## src/core/dfs_pkg.sv

```systemverilog
// constants shared by the drive fault supervisor and its timers
package dfs_pkg;
  // clock rate and derived timing
  localparam int CLK_KHZ        = 25_000;                 // 25 MHz hclk
  localparam int HOLD_MS        = 1500;                   // power-up hold, ms
  localparam int HOLD_CYCLES    = HOLD_MS * CLK_KHZ;      // hold length in cycles
  localparam int TICK_MS        = 1000;                   // overload timer tick, ms
  localparam int TICK_CYCLES    = TICK_MS * CLK_KHZ;      // tick period in cycles
  localparam int OVL_FULL_S     = 60;                     // overload full scale, s
  localparam int OVL_FULL_TICKS = OVL_FULL_S * 1000 / TICK_MS;
  localparam int CNT_W          = 26;                     // wide enough for both prescalers
  localparam int OVL_W          = 6;                      // overload count width
  localparam logic [OVL_W-1:0] OVL_FULL = OVL_W'(OVL_FULL_TICKS);

  // register byte offsets
  localparam logic [7:0] OFF_STATUS = 8'h00;              // sticky events, read only
  localparam logic [7:0] OFF_CLEAR  = 8'h04;              // write 1 to clear status
  localparam logic [7:0] OFF_ENABLE = 8'h08;              // interrupt enables
  localparam logic [7:0] OFF_FAULTS = 8'h0C;              // live fault and lamp state
  localparam logic [7:0] OFF_CTRL   = 8'h10;              // bit 0 fault reset pulse
  localparam logic [7:0] OFF_OVLCNT = 8'h14;              // overload accumulation

  // event and fault-state bit positions
  localparam int NEV         = 12;
  localparam int EV_LINE_LOW = 0;
  localparam int EV_BUS_HIGH = 1;
  localparam int EV_LEG      = 2;
  localparam int EV_EARTH    = 3;
  localparam int EV_PEAK     = 4;
  localparam int EV_SUST     = 5;
  localparam int EV_THERMAL  = 6;
  localparam int EV_OPTION   = 7;
  localparam int EV_REGEN    = 8;
  localparam int EV_LOCKOUT  = 9;
  localparam int EV_HOLD     = 10;
  localparam int EV_OVL_LAMP = 11;

  // trip latch positions
  localparam int NTRIP = 7;
  localparam int TR_BUS_HIGH = 0;
  localparam int TR_LEG      = 1;
  localparam int TR_EARTH    = 2;
  localparam int TR_PEAK     = 3;
  localparam int TR_SUST     = 4;
  localparam int TR_THERMAL  = 5;
  localparam int TR_OPTION   = 6;

  // control bit and reset values
  localparam int CTRL_FAULT_RESET = 0;
  localparam logic [NEV-1:0] ENABLE_RST = 12'h000;
  localparam logic [1:0]     LOCK_SECOND = 2'h2;          // lockout count for two faults
endpackage

```

## src/core/dfs_ovl_if.sv

```systemverilog
// link between supervisor and the overload accumulation timer
`timescale 1ns/100ps
`default_nettype none
interface dfs_ovl_if;
  logic                     above;  // current above overload level
  logic                     full;   // accumulation at full scale
  logic [dfs_pkg::OVL_W-1:0] count; // present accumulation
  modport timer (input above, output full, output count);
  modport sup   (output above, input full, input count);
endinterface
`default_nettype wire

```

## src/core/dfs_hold_timer.sv

```systemverilog
// power-up hold timer: high from reset for a fixed number of cycles
`timescale 1ns/100ps
`default_nettype none
module dfs_hold_timer #(
  parameter int HOLD_CYCLES = dfs_pkg::HOLD_CYCLES
) (
  input  wire logic hclk,
  input  wire logic hresetn,
  output logic      hold
);
  logic [dfs_pkg::CNT_W-1:0] cnt_q;  // cycles spent in hold
  logic                      hold_q; // hold active

  // count from reset release, drop hold on the last cycle
  always_ff @(posedge hclk or negedge hresetn) begin
    if (!hresetn) begin
      cnt_q  <= '0;
      hold_q <= 1'b1;
    end else if (hold_q) begin
      cnt_q <= cnt_q + 1'b1;
      if (cnt_q == dfs_pkg::CNT_W'(HOLD_CYCLES - 1)) begin
        hold_q <= 1'b0;
      end
    end
  end

  assign hold = hold_q;
endmodule
`default_nettype wire

```

## src/core/dfs_ovl_timer.sv

```systemverilog
// overload accumulation timer: saturating up/down count on a fixed tick
`timescale 1ns/100ps
`default_nettype none
module dfs_ovl_timer #(
  parameter int TICK_CYCLES = dfs_pkg::TICK_CYCLES
) (
  input  wire logic hclk,
  input  wire logic hresetn,
  dfs_ovl_if.timer  ovl
);
  logic [dfs_pkg::CNT_W-1:0] pre_q;  // tick prescaler
  logic                      tick;   // one cycle per tick period
  logic [dfs_pkg::OVL_W-1:0] acc_q;  // accumulated above-level time

  assign tick = (pre_q == dfs_pkg::CNT_W'(TICK_CYCLES - 1));

  // free-running tick prescaler
  always_ff @(posedge hclk or negedge hresetn) begin
    if (!hresetn) begin
      pre_q <= '0;
    end else if (tick) begin
      pre_q <= '0;
    end else begin
      pre_q <= pre_q + 1'b1;
    end
  end

  // up while above, down at same rate while below; only power loss clears it
  always_ff @(posedge hclk or negedge hresetn) begin
    if (!hresetn) begin
      acc_q <= '0;
    end else if (tick) begin
      if (ovl.above && acc_q != dfs_pkg::OVL_FULL) begin
        acc_q <= acc_q + 1'b1;
      end else if (!ovl.above && acc_q != '0) begin
        acc_q <= acc_q - 1'b1;
      end
    end
  end

  assign ovl.full  = (acc_q == dfs_pkg::OVL_FULL);
  assign ovl.count = acc_q;
endmodule
`default_nettype wire

```

## src/core/dfs_supervisor.sv

```systemverilog
// drive fault supervisor: fault latches, lamps, lockout and AHB-Lite registers
`timescale 1ns/100ps
`default_nettype none
module dfs_supervisor #(
  parameter int TICK_CYCLES = dfs_pkg::TICK_CYCLES,
  parameter int HOLD_CYCLES = dfs_pkg::HOLD_CYCLES
) (
  input  wire logic        hclk,
  input  wire logic        hresetn,
  // ahb-lite slave
  input  wire logic        hsel,
  input  wire logic [31:0] haddr,
  input  wire logic [1:0]  htrans,
  input  wire logic        hwrite,
  input  wire logic [2:0]  hsize,
  input  wire logic [31:0] hwdata,
  input  wire logic        hready,
  output logic             hreadyout,
  output logic [31:0]      hrdata,
  output logic             hresp,
  // comparator and sensor inputs
  input  wire logic        line_below_low,
  input  wire logic        line_above_high,
  input  wire logic        bus_above_hi_class,
  input  wire logic        bus_above_lo_class,
  input  wire logic        bus_below_hi_class,
  input  wire logic        bus_below_lo_class,
  input  wire logic        earth_current,
  input  wire logic        current_at_peak,
  input  wire logic        current_above_level,
  input  wire logic        over_temperature,
  input  wire logic        cooling_air_lost,
  input  wire logic        precharge_failed,
  input  wire logic        option_fault_in,
  input  wire logic        regen_flow,
  // selections, strap and reset button
  input  wire logic        bus_voltage_class_select,
  input  wire logic        option_lockout_select,
  input  wire logic        lockout_count_strap,
  input  wire logic        fault_reset,
  // lamps and run path
  output logic             line_low_flag,
  output logic             bus_high_fault,
  output logic             leg_conduction_fault,
  output logic             earth_leak_fault,
  output logic             peak_current_trip,
  output logic             sustained_overcurrent_fault,
  output logic             overcurrent_timer_lamp,
  output logic             thermal_precharge_fault,
  output logic             option_fault,
  output logic             powerup_hold,
  output logic             drive_lockout_lamp,
  output logic             regen_lamp,
  output logic             drive_run_enable,
  output logic             irq
);
  dfs_ovl_if ovl ();

  logic                      hold;        // power-up hold from timer
  logic                      uv_q;        // undervoltage flag with hysteresis
  logic                      lamp_q;      // overload timer lamp
  logic                      regen_q;     // regeneration lamp
  logic                      opt_in_q;    // option fault indication
  logic [dfs_pkg::NTRIP-1:0] trip_set;    // trip conditions this cycle
  logic [dfs_pkg::NTRIP-1:0] trip_q;      // latched trips
  logic                      rst_all;     // fault reset from pin or register
  logic                      ctrl_rst_q;  // register fault reset pulse
  logic                      strap_q;     // lockout count strap, caught once
  logic                      armed_q;     // strap captured
  logic [1:0]                nfault_q;    // trip events since reset
  logic                      new_trip;    // a trip latches newly
  logic                      lock_q;      // lockout state
  logic [dfs_pkg::NEV-1:0]   live;        // live state vector
  logic [dfs_pkg::NEV-1:0]   prev_q;      // live state last cycle
  logic [dfs_pkg::NEV-1:0]   status_q;    // sticky events
  logic [dfs_pkg::NEV-1:0]   enable_q;    // interrupt enables
  logic [dfs_pkg::NEV-1:0]   clr_mask;    // clear strobe bits
  logic                      bus_hi_det;  // selected bus-high comparator
  logic                      bus_lo_det;  // selected low-bus comparator
  logic                      acc_ok;      // address phase accepted
  logic                      wr_pend_q;   // write data phase pending
  logic [7:0]                wr_addr_q;   // write offset
  logic [31:0]               rdata_d;     // read mux
  logic [31:0]               rdata_q;     // registered read data

  // timers
  dfs_hold_timer #(
    .HOLD_CYCLES (HOLD_CYCLES)
  ) u_hold (
    .hclk    (hclk),
    .hresetn (hresetn),
    .hold    (hold)
  );

  dfs_ovl_timer #(
    .TICK_CYCLES (TICK_CYCLES)
  ) u_ovl (
    .hclk    (hclk),
    .hresetn (hresetn),
    .ovl     (ovl)
  );

  assign ovl.above = current_above_level;

  // comparator pick by bus voltage class
  assign bus_hi_det = bus_voltage_class_select ? bus_above_hi_class : bus_above_lo_class;
  assign bus_lo_det = bus_voltage_class_select ? bus_below_hi_class : bus_below_lo_class;

  // undervoltage flag: set below low point, clear only once recovered
  always_ff @(posedge hclk or negedge hresetn) begin
    if (!hresetn) begin
      uv_q <= 1'b0;
    end else if (line_below_low) begin
      uv_q <= 1'b1;
    end else if (line_above_high) begin
      uv_q <= 1'b0;
    end
  end

  // plain indication lamps
  always_ff @(posedge hclk or negedge hresetn) begin
    if (!hresetn) begin
      lamp_q   <= 1'b0;
      regen_q  <= 1'b0;
      opt_in_q <= 1'b0;
    end else begin
      lamp_q   <= current_above_level;
      regen_q  <= regen_flow;
      opt_in_q <= option_fault_in;
    end
  end

  // trip conditions; hold masks the two bus detectors
  always_comb begin
    trip_set                       = '0;
    trip_set[dfs_pkg::TR_BUS_HIGH] = bus_hi_det && !hold;
    trip_set[dfs_pkg::TR_LEG]      = bus_lo_det && !hold;
    trip_set[dfs_pkg::TR_EARTH]    = earth_current;
    trip_set[dfs_pkg::TR_PEAK]     = current_at_peak;
    trip_set[dfs_pkg::TR_SUST]     = ovl.full && current_above_level;
    trip_set[dfs_pkg::TR_THERMAL]  = over_temperature || cooling_air_lost
                                     || precharge_failed;
    trip_set[dfs_pkg::TR_OPTION]   = option_fault_in && option_lockout_select;
  end

  assign rst_all = fault_reset || ctrl_rst_q;

  // trip latches: a present condition beats a reset in the same cycle
  generate
    for (genvar i = 0; i < dfs_pkg::NTRIP; i++) begin : g_trip
      always_ff @(posedge hclk or negedge hresetn) begin
        if (!hresetn) begin
          trip_q[i] <= 1'b0;
        end else begin
          trip_q[i] <= (trip_q[i] && !rst_all) || trip_set[i];
        end
      end
    end
  endgenerate

  assign new_trip = |(trip_set & ~trip_q);

  // catch the strap once after reset release
  always_ff @(posedge hclk or negedge hresetn) begin
    if (!hresetn) begin
      strap_q <= 1'b0;
      armed_q <= 1'b0;
    end else if (!armed_q) begin
      strap_q <= lockout_count_strap;
      armed_q <= 1'b1;
    end
  end

  // count trip events, saturating at two
  always_ff @(posedge hclk or negedge hresetn) begin
    if (!hresetn) begin
      nfault_q <= 2'h0;
    end else if (rst_all) begin
      nfault_q <= new_trip ? 2'h1 : 2'h0;
    end else if (new_trip && nfault_q != dfs_pkg::LOCK_SECOND) begin
      nfault_q <= nfault_q + 2'h1;
    end
  end

  // lockout on first fault, or on second when strapped
  always_ff @(posedge hclk or negedge hresetn) begin
    if (!hresetn) begin
      lock_q <= 1'b0;
    end else if (rst_all && !new_trip) begin
      lock_q <= 1'b0;
    end else if (new_trip) begin
      if (!strap_q || nfault_q != 2'h0) begin
        lock_q <= 1'b1;
      end
    end
  end

  // live state for status and the fault register
  always_comb begin
    live                       = '0;
    live[dfs_pkg::EV_LINE_LOW] = uv_q;
    live[dfs_pkg::EV_BUS_HIGH] = trip_q[dfs_pkg::TR_BUS_HIGH];
    live[dfs_pkg::EV_LEG]      = trip_q[dfs_pkg::TR_LEG];
    live[dfs_pkg::EV_EARTH]    = trip_q[dfs_pkg::TR_EARTH];
    live[dfs_pkg::EV_PEAK]     = trip_q[dfs_pkg::TR_PEAK];
    live[dfs_pkg::EV_SUST]     = trip_q[dfs_pkg::TR_SUST];
    live[dfs_pkg::EV_THERMAL]  = trip_q[dfs_pkg::TR_THERMAL];
    live[dfs_pkg::EV_OPTION]   = trip_q[dfs_pkg::TR_OPTION] || opt_in_q;
    live[dfs_pkg::EV_REGEN]    = regen_q;
    live[dfs_pkg::EV_LOCKOUT]  = lock_q;
    live[dfs_pkg::EV_HOLD]     = hold;
    live[dfs_pkg::EV_OVL_LAMP] = lamp_q;
  end

  always_ff @(posedge hclk or negedge hresetn) begin
    if (!hresetn) begin
      prev_q <= '0;
    end else begin
      prev_q <= live;
    end
  end

  // bus address phase accept
  assign acc_ok = hsel && htrans[1] && hready;

  // write data phase tracking
  always_ff @(posedge hclk or negedge hresetn) begin
    if (!hresetn) begin
      wr_pend_q <= 1'b0;
      wr_addr_q <= 8'h00;
    end else begin
      wr_pend_q <= acc_ok && hwrite;
      if (acc_ok) begin
        wr_addr_q <= haddr[7:0];
      end
    end
  end

  assign clr_mask = (wr_pend_q && wr_addr_q == dfs_pkg::OFF_CLEAR) ?
                    hwdata[dfs_pkg::NEV-1:0] : '0;

  // sticky status bits: a rising state wins over a clear
  generate
    for (genvar j = 0; j < dfs_pkg::NEV; j++) begin : g_stat
      always_ff @(posedge hclk or negedge hresetn) begin
        if (!hresetn) begin
          status_q[j] <= 1'b0;
        end else begin
          status_q[j] <= (status_q[j] && !clr_mask[j]) || (live[j] && !prev_q[j]);
        end
      end
    end
  endgenerate

  // enable register and self-clearing fault reset pulse
  always_ff @(posedge hclk or negedge hresetn) begin
    if (!hresetn) begin
      enable_q   <= dfs_pkg::ENABLE_RST;
      ctrl_rst_q <= 1'b0;
    end else begin
      ctrl_rst_q <= wr_pend_q && wr_addr_q == dfs_pkg::OFF_CTRL
                    && hwdata[dfs_pkg::CTRL_FAULT_RESET];
      if (wr_pend_q && wr_addr_q == dfs_pkg::OFF_ENABLE) begin
        enable_q <= hwdata[dfs_pkg::NEV-1:0];
      end
    end
  end

  // read mux; unmapped and write-only offsets read zero
  always_comb begin
    rdata_d = 32'h0000_0000;
    unique case (haddr[7:0])
      dfs_pkg::OFF_STATUS: rdata_d[dfs_pkg::NEV-1:0]   = status_q;
      dfs_pkg::OFF_ENABLE: rdata_d[dfs_pkg::NEV-1:0]   = enable_q;
      dfs_pkg::OFF_FAULTS: rdata_d[dfs_pkg::NEV-1:0]   = live;
      dfs_pkg::OFF_OVLCNT: rdata_d[dfs_pkg::OVL_W-1:0] = ovl.count;
      default:             rdata_d = 32'h0000_0000;
    endcase
  end

  // read data captured at the end of the address phase
  always_ff @(posedge hclk or negedge hresetn) begin
    if (!hresetn) begin
      rdata_q <= 32'h0000_0000;
    end else if (acc_ok && !hwrite) begin
      rdata_q <= rdata_d;
    end
  end

  assign hreadyout = 1'b1;
  assign hresp     = 1'b0;
  assign hrdata    = rdata_q;

  // outputs
  assign line_low_flag               = uv_q;
  assign bus_high_fault              = trip_q[dfs_pkg::TR_BUS_HIGH];
  assign leg_conduction_fault        = trip_q[dfs_pkg::TR_LEG];
  assign earth_leak_fault            = trip_q[dfs_pkg::TR_EARTH];
  assign peak_current_trip           = trip_q[dfs_pkg::TR_PEAK];
  assign sustained_overcurrent_fault = trip_q[dfs_pkg::TR_SUST];
  assign thermal_precharge_fault     = trip_q[dfs_pkg::TR_THERMAL];
  assign option_fault                = trip_q[dfs_pkg::TR_OPTION] || opt_in_q;
  assign overcurrent_timer_lamp      = lamp_q;
  assign regen_lamp                  = regen_q;
  assign powerup_hold                = hold;
  assign drive_lockout_lamp          = lock_q;
  assign drive_run_enable            = !lock_q;
  assign irq                         = |(status_q & enable_q);
endmodule
`default_nettype wire

```

## config.mk

```make
export PLATFORM = sky130hd
export DESIGN_NAME = dfs_supervisor
export DESIGN_NICKNAME = d
export VERILOG_FILES = /design/src/core/dfs_pkg.sv /design/src/core/dfs_ovl_if.sv /design/src/core/dfs_hold_timer.sv /design/src/core/dfs_ovl_timer.sv /design/src/core/dfs_supervisor.sv
export SDC_FILE = /design/constraint.sdc
export NUM_CORES = 1
export LEC_CHECK = 0
export BUFFER_PORTS_ARGS = -buffer_cell sky130_fd_sc_hd__clkbuf_2
export CORE_UTILIZATION = 51
export CTS_CLUSTER_SIZE = 12
export DETAILED_ROUTE_END_ITERATION = 12
export GPL_ROUTABILITY_DRIVEN = 1
export MAX_ROUTING_LAYER = met4
export PLACE_DENSITY = 0.75
export REMOVE_ABC_BUFFERS = 1
export SYNTH_ARGS = -nofsm -noshare
export SYNTH_HDL_FRONTEND = slang
export SYNTH_HIERARCHICAL = 1
export SYNTH_SLANG_ARGS = --single-unit
```

## constraint.sdc

```tcl
create_clock -name hclk -period 5.4 [get_ports hclk]
set_clock_uncertainty 0.15 [all_clocks]
set_input_delay 0.81 -clock hclk [delete_from_list [all_inputs] [get_ports hclk]]
set_output_delay 0.81 -clock hclk [all_outputs]
set_load 0.05 [all_outputs]
```

==> results.md <==
* Initial drt markers at 274
* RSZ-0062 raised after global routing: false
* Ranking of synthesized cells by instance count: sky130_fd_sc_hd__dfrtp_1 (132), sky130_fd_sc_hd__nand2_1 (46), sky130_fd_sc_hd__nand3_1 (34), sky130_fd_sc_hd__xnor2_1 (32), sky130_fd_sc_hd__nor2_1 (29)
* Maximum clock frequency at 371 MHz
* Pwr Density at 341 nW/um2
* Headroom to the max-slew limit at 31.0%
* Count of different cell masters after synthesis at 67
* Hold Fails Final Rpt at 0
* First-pass DRT Iterations at 4
* Wirelength per Cell at 16.1 um
* Fraction of synthesized cell area taken by the top area cell type at 51.2%
* Dominant cell type by area after synthesis: sky130_fd_sc_hd__dfrtp_1
* Worst min-delay path class: reg2reg
* Level count of the clock H-tree at 4
* CP Max Fanout at 3
* Max Cap Viol at 0
* Number of gates on the worst path with buffers counted at 4
* Number of slew-limit violations in the final report at 0
* Cell at the slowest stage of the critical path: sky130_fd_sc_hd__dfrtp_1
* Number of setup buffers added after CTS at 0
* Final setup fails at 0
* Layout overhead on the synthesized area at 16.6%
* Post-detail-place hpwl at 9410 um
* Most frequent cell after synthesis: sky130_fd_sc_hd__dfrtp_1
* Destination of the worst register-to-register timing path: u_ovl/ovl.count[5]
* Buffer levels on the longest clock path at 2
* Number of nets with antenna violations after routing at 0
* Transition time at the pin with the least slew margin at 1030 ps
* Antenna violations before repair at 0
* Final critical delay including setup and external delays at 2700 ps
* Number of CTS-inserted buffers at 17
* Ranking of synthesized cells by area: sky130_fd_sc_hd__dfrtp_1 (51%), sky130_fd_sc_hd__xnor2_1 (4.3%), sky130_fd_sc_hd__mux2_2 (3.8%)
* Clock sink count at 133
* Worst R2R Start: u_ovl/ovl.count[1]
* Worst setup path end: irq
* Number of buffers added on ports at 69
* Routability Congestion at 0.831
* Effective utilization at floorplan at 53.0%
* All-layer global routing usage at 23.0%
* Largest voltage drop on the vdd net at 0.000219 V
* Length in cells of the worst reg-to-reg path at 8
* Worst setup EP type: output pin
* First-pass GRT wire length at 22500 um
* Clock latency at the later pin of the worst-skew pair at 420 ps
* Clock-pin slew reported for the worst setup and hold paths after clock tree synthesis at 60 ps
* Kind of start point of the critical path: flop
* Share of post-route cells with drive strength above 1 at 23.2%
* Async set-reset flop share out of synthesis at 100%
* DR DRC count at 0
* Maximum cell stage delay along the critical path at 400 ps
* Die area at 13100 um2
* Top-level I/O count at 140
* Number of flops mapped to enable cells by yosys at 0
* Launching instance or port of the critical path: status_q[9]
* Post-route clock period utilization at 49.9%
* CTS tree: done
* Setup Crit Path Kind: reg2out
* Crit-path leading delay family: compound AO/OA/AOI/OAI gates
* Register-to-register path setup slack at 2700 ps
* Buffering stage count on the worst path with inverters included at 1
* Synthesized cell area at 6450 um2
* Top FF cell, synth: sky130_fd_sc_hd__dfrtp_1
* Synthesized instance count at 581
* Number of global-route vias before repair at 4569
* Final routed wirelength across all metal layers at 13500 um
* Crit path required time at 4440 ps
* Chip Height at 114 um
* CTS Hold Buffers Added at 0
* Outcome: finished, final reports clean
* Width of the die at 114 um
* PostCTS Resize Cnt at 0
* Fill cell instance count of the final layout at 977
* Post-layout net count at 757
* Mapped Avg Cell Area at 11.1 um2
* Number of register bits inferred by synthesis at 133
* Endpoint arrival time on the critical path at 1740 ps
* Proportion of synthesized chip area in sequential cells at 51.6%
* Pin count of the biggest net entering global routing at 85
* Leak pwr at 3.59 nW
* CP Cell Sequence: a22o_1, a221oi_1, nand3_1, clkbuf_2
* Total negative setup slack at 0 ps
* CORE AREA at 12200 um2
* Global route overflow at 0
* Total inserted antenna cells at 0
* Ys Warns at 6
* Via count at 4646
* Worst Hold Margin at 259 ps
* Row count at 40
* Root Buffer: sky130_fd_sc_hd__clkbuf_16
* Routed via count divided by cell count at 5.55
per-layer routing:
metal | share of wire [%] | wire, um | global-route usage, %
met5 | 0 | 0 | -
met3 | 4.9 | 658 | 5.56
met4 | 1.5 | 202 | 8.14
met2 | 50 | 6790 | 37.6
met1 | 43 | 5820 | 28.0
registers in the layout, indices dropped and copies added, names as in the netlist, 2 cells and up:
signal           flops
u_hold/cnt_q        26
u_ovl/pre_q         26
enable_q            12
hrdata              12
prev_q              12
status_q            12
wr_addr_q            8
u_ovl/ovl.count      6
nfault_q             2
final cells by class:
cell class | instances | area [um2] | share of cell area (%)
sequential | 133 | 3330 | 44.3
clock buffer | 17 | 425 | 5.66
timing repair buffer | 71 | 363 | 4.82
inverter | 21 | 78.8 | 1.05
tap | 168 | 210 | 2.79
multi-input combinational | 412 | 2890 | 38.4
clock inverter | 15 | 226 | 3.01
report_power, final:
group	switching, mW	internal (mW)	leakage (nW)
combinational	0.164	0.0749	1.59
clock	0.441	0.822	0.310
sequential	0.0310	1.03	1.69
metrics by stage:
stage	cell area [um2]	utilization, %	cells	worst slack, ps	total power [mW]
after floorplan	6300	-	566	3020	1.23
after global placement	6870	56.5	805	2750	1.31
after detailed placement	6870	56.5	805	2640	1.32
after CTS	7520	61.9	837	2680	2.59
after global routing	7520	61.9	837	2580	2.66
final	7520	61.9	837	2700	2.57
logic make-up after synthesis:
group / count (synthesis) / share of synthesized area [%]
AND/OR/NAND/NOR: 220 / 20.6
flip-flops: 133 / 51.6
AO/OA/AOI/OAI: 74 / 8.19
buffers and inverters: 57 / 4.79
XOR/XNOR: 53 / 7.20
multiplexers: 33 / 5.61
adder cells (fa/ha/maj): 9 / 1.86
other: 2 / 0.116
cells in the final DEF (no fill, tap or decap), types with 12 or more instances in the layout:
cell                        count
sky130_fd_sc_hd__nand3_1       34
sky130_fd_sc_hd__and3_1        12
sky130_fd_sc_hd__inv_1         21
sky130_fd_sc_hd__xnor2_1       32
sky130_fd_sc_hd__o21ai_0       13
sky130_fd_sc_hd__nand4_1       27
sky130_fd_sc_hd__mux2_2        22
sky130_fd_sc_hd__nand2_1       46
sky130_fd_sc_hd__clkbuf_2      68
sky130_fd_sc_hd__xor2_1        21
sky130_fd_sc_hd__nor2_1        29
sky130_fd_sc_hd__a22o_1        15
sky130_fd_sc_hd__dfrtp_1      132
sky130_fd_sc_hd__conb_1        23
sky130_fd_sc_hd__clkbuf_16     17
sky130_fd_sc_hd__a21oi_1       14
how the worst min path moves through the flow:
stage | start | end | slack (ps) | cells after the start
after floorplan | prev_q[6] | status_q[6] | 240 | 1
after global placement | prev_q[9] | status_q[9] | 250 | 1
after detailed placement | prev_q[9] | status_q[9] | 250 | 1
after CTS | prev_q[9] | status_q[9] | 260 | 1
after global routing | prev_q[7] | status_q[7] | 280 | 1
final | prev_q[7] | status_q[7] | 260 | 1
Power figures use the tool's default switching activity.
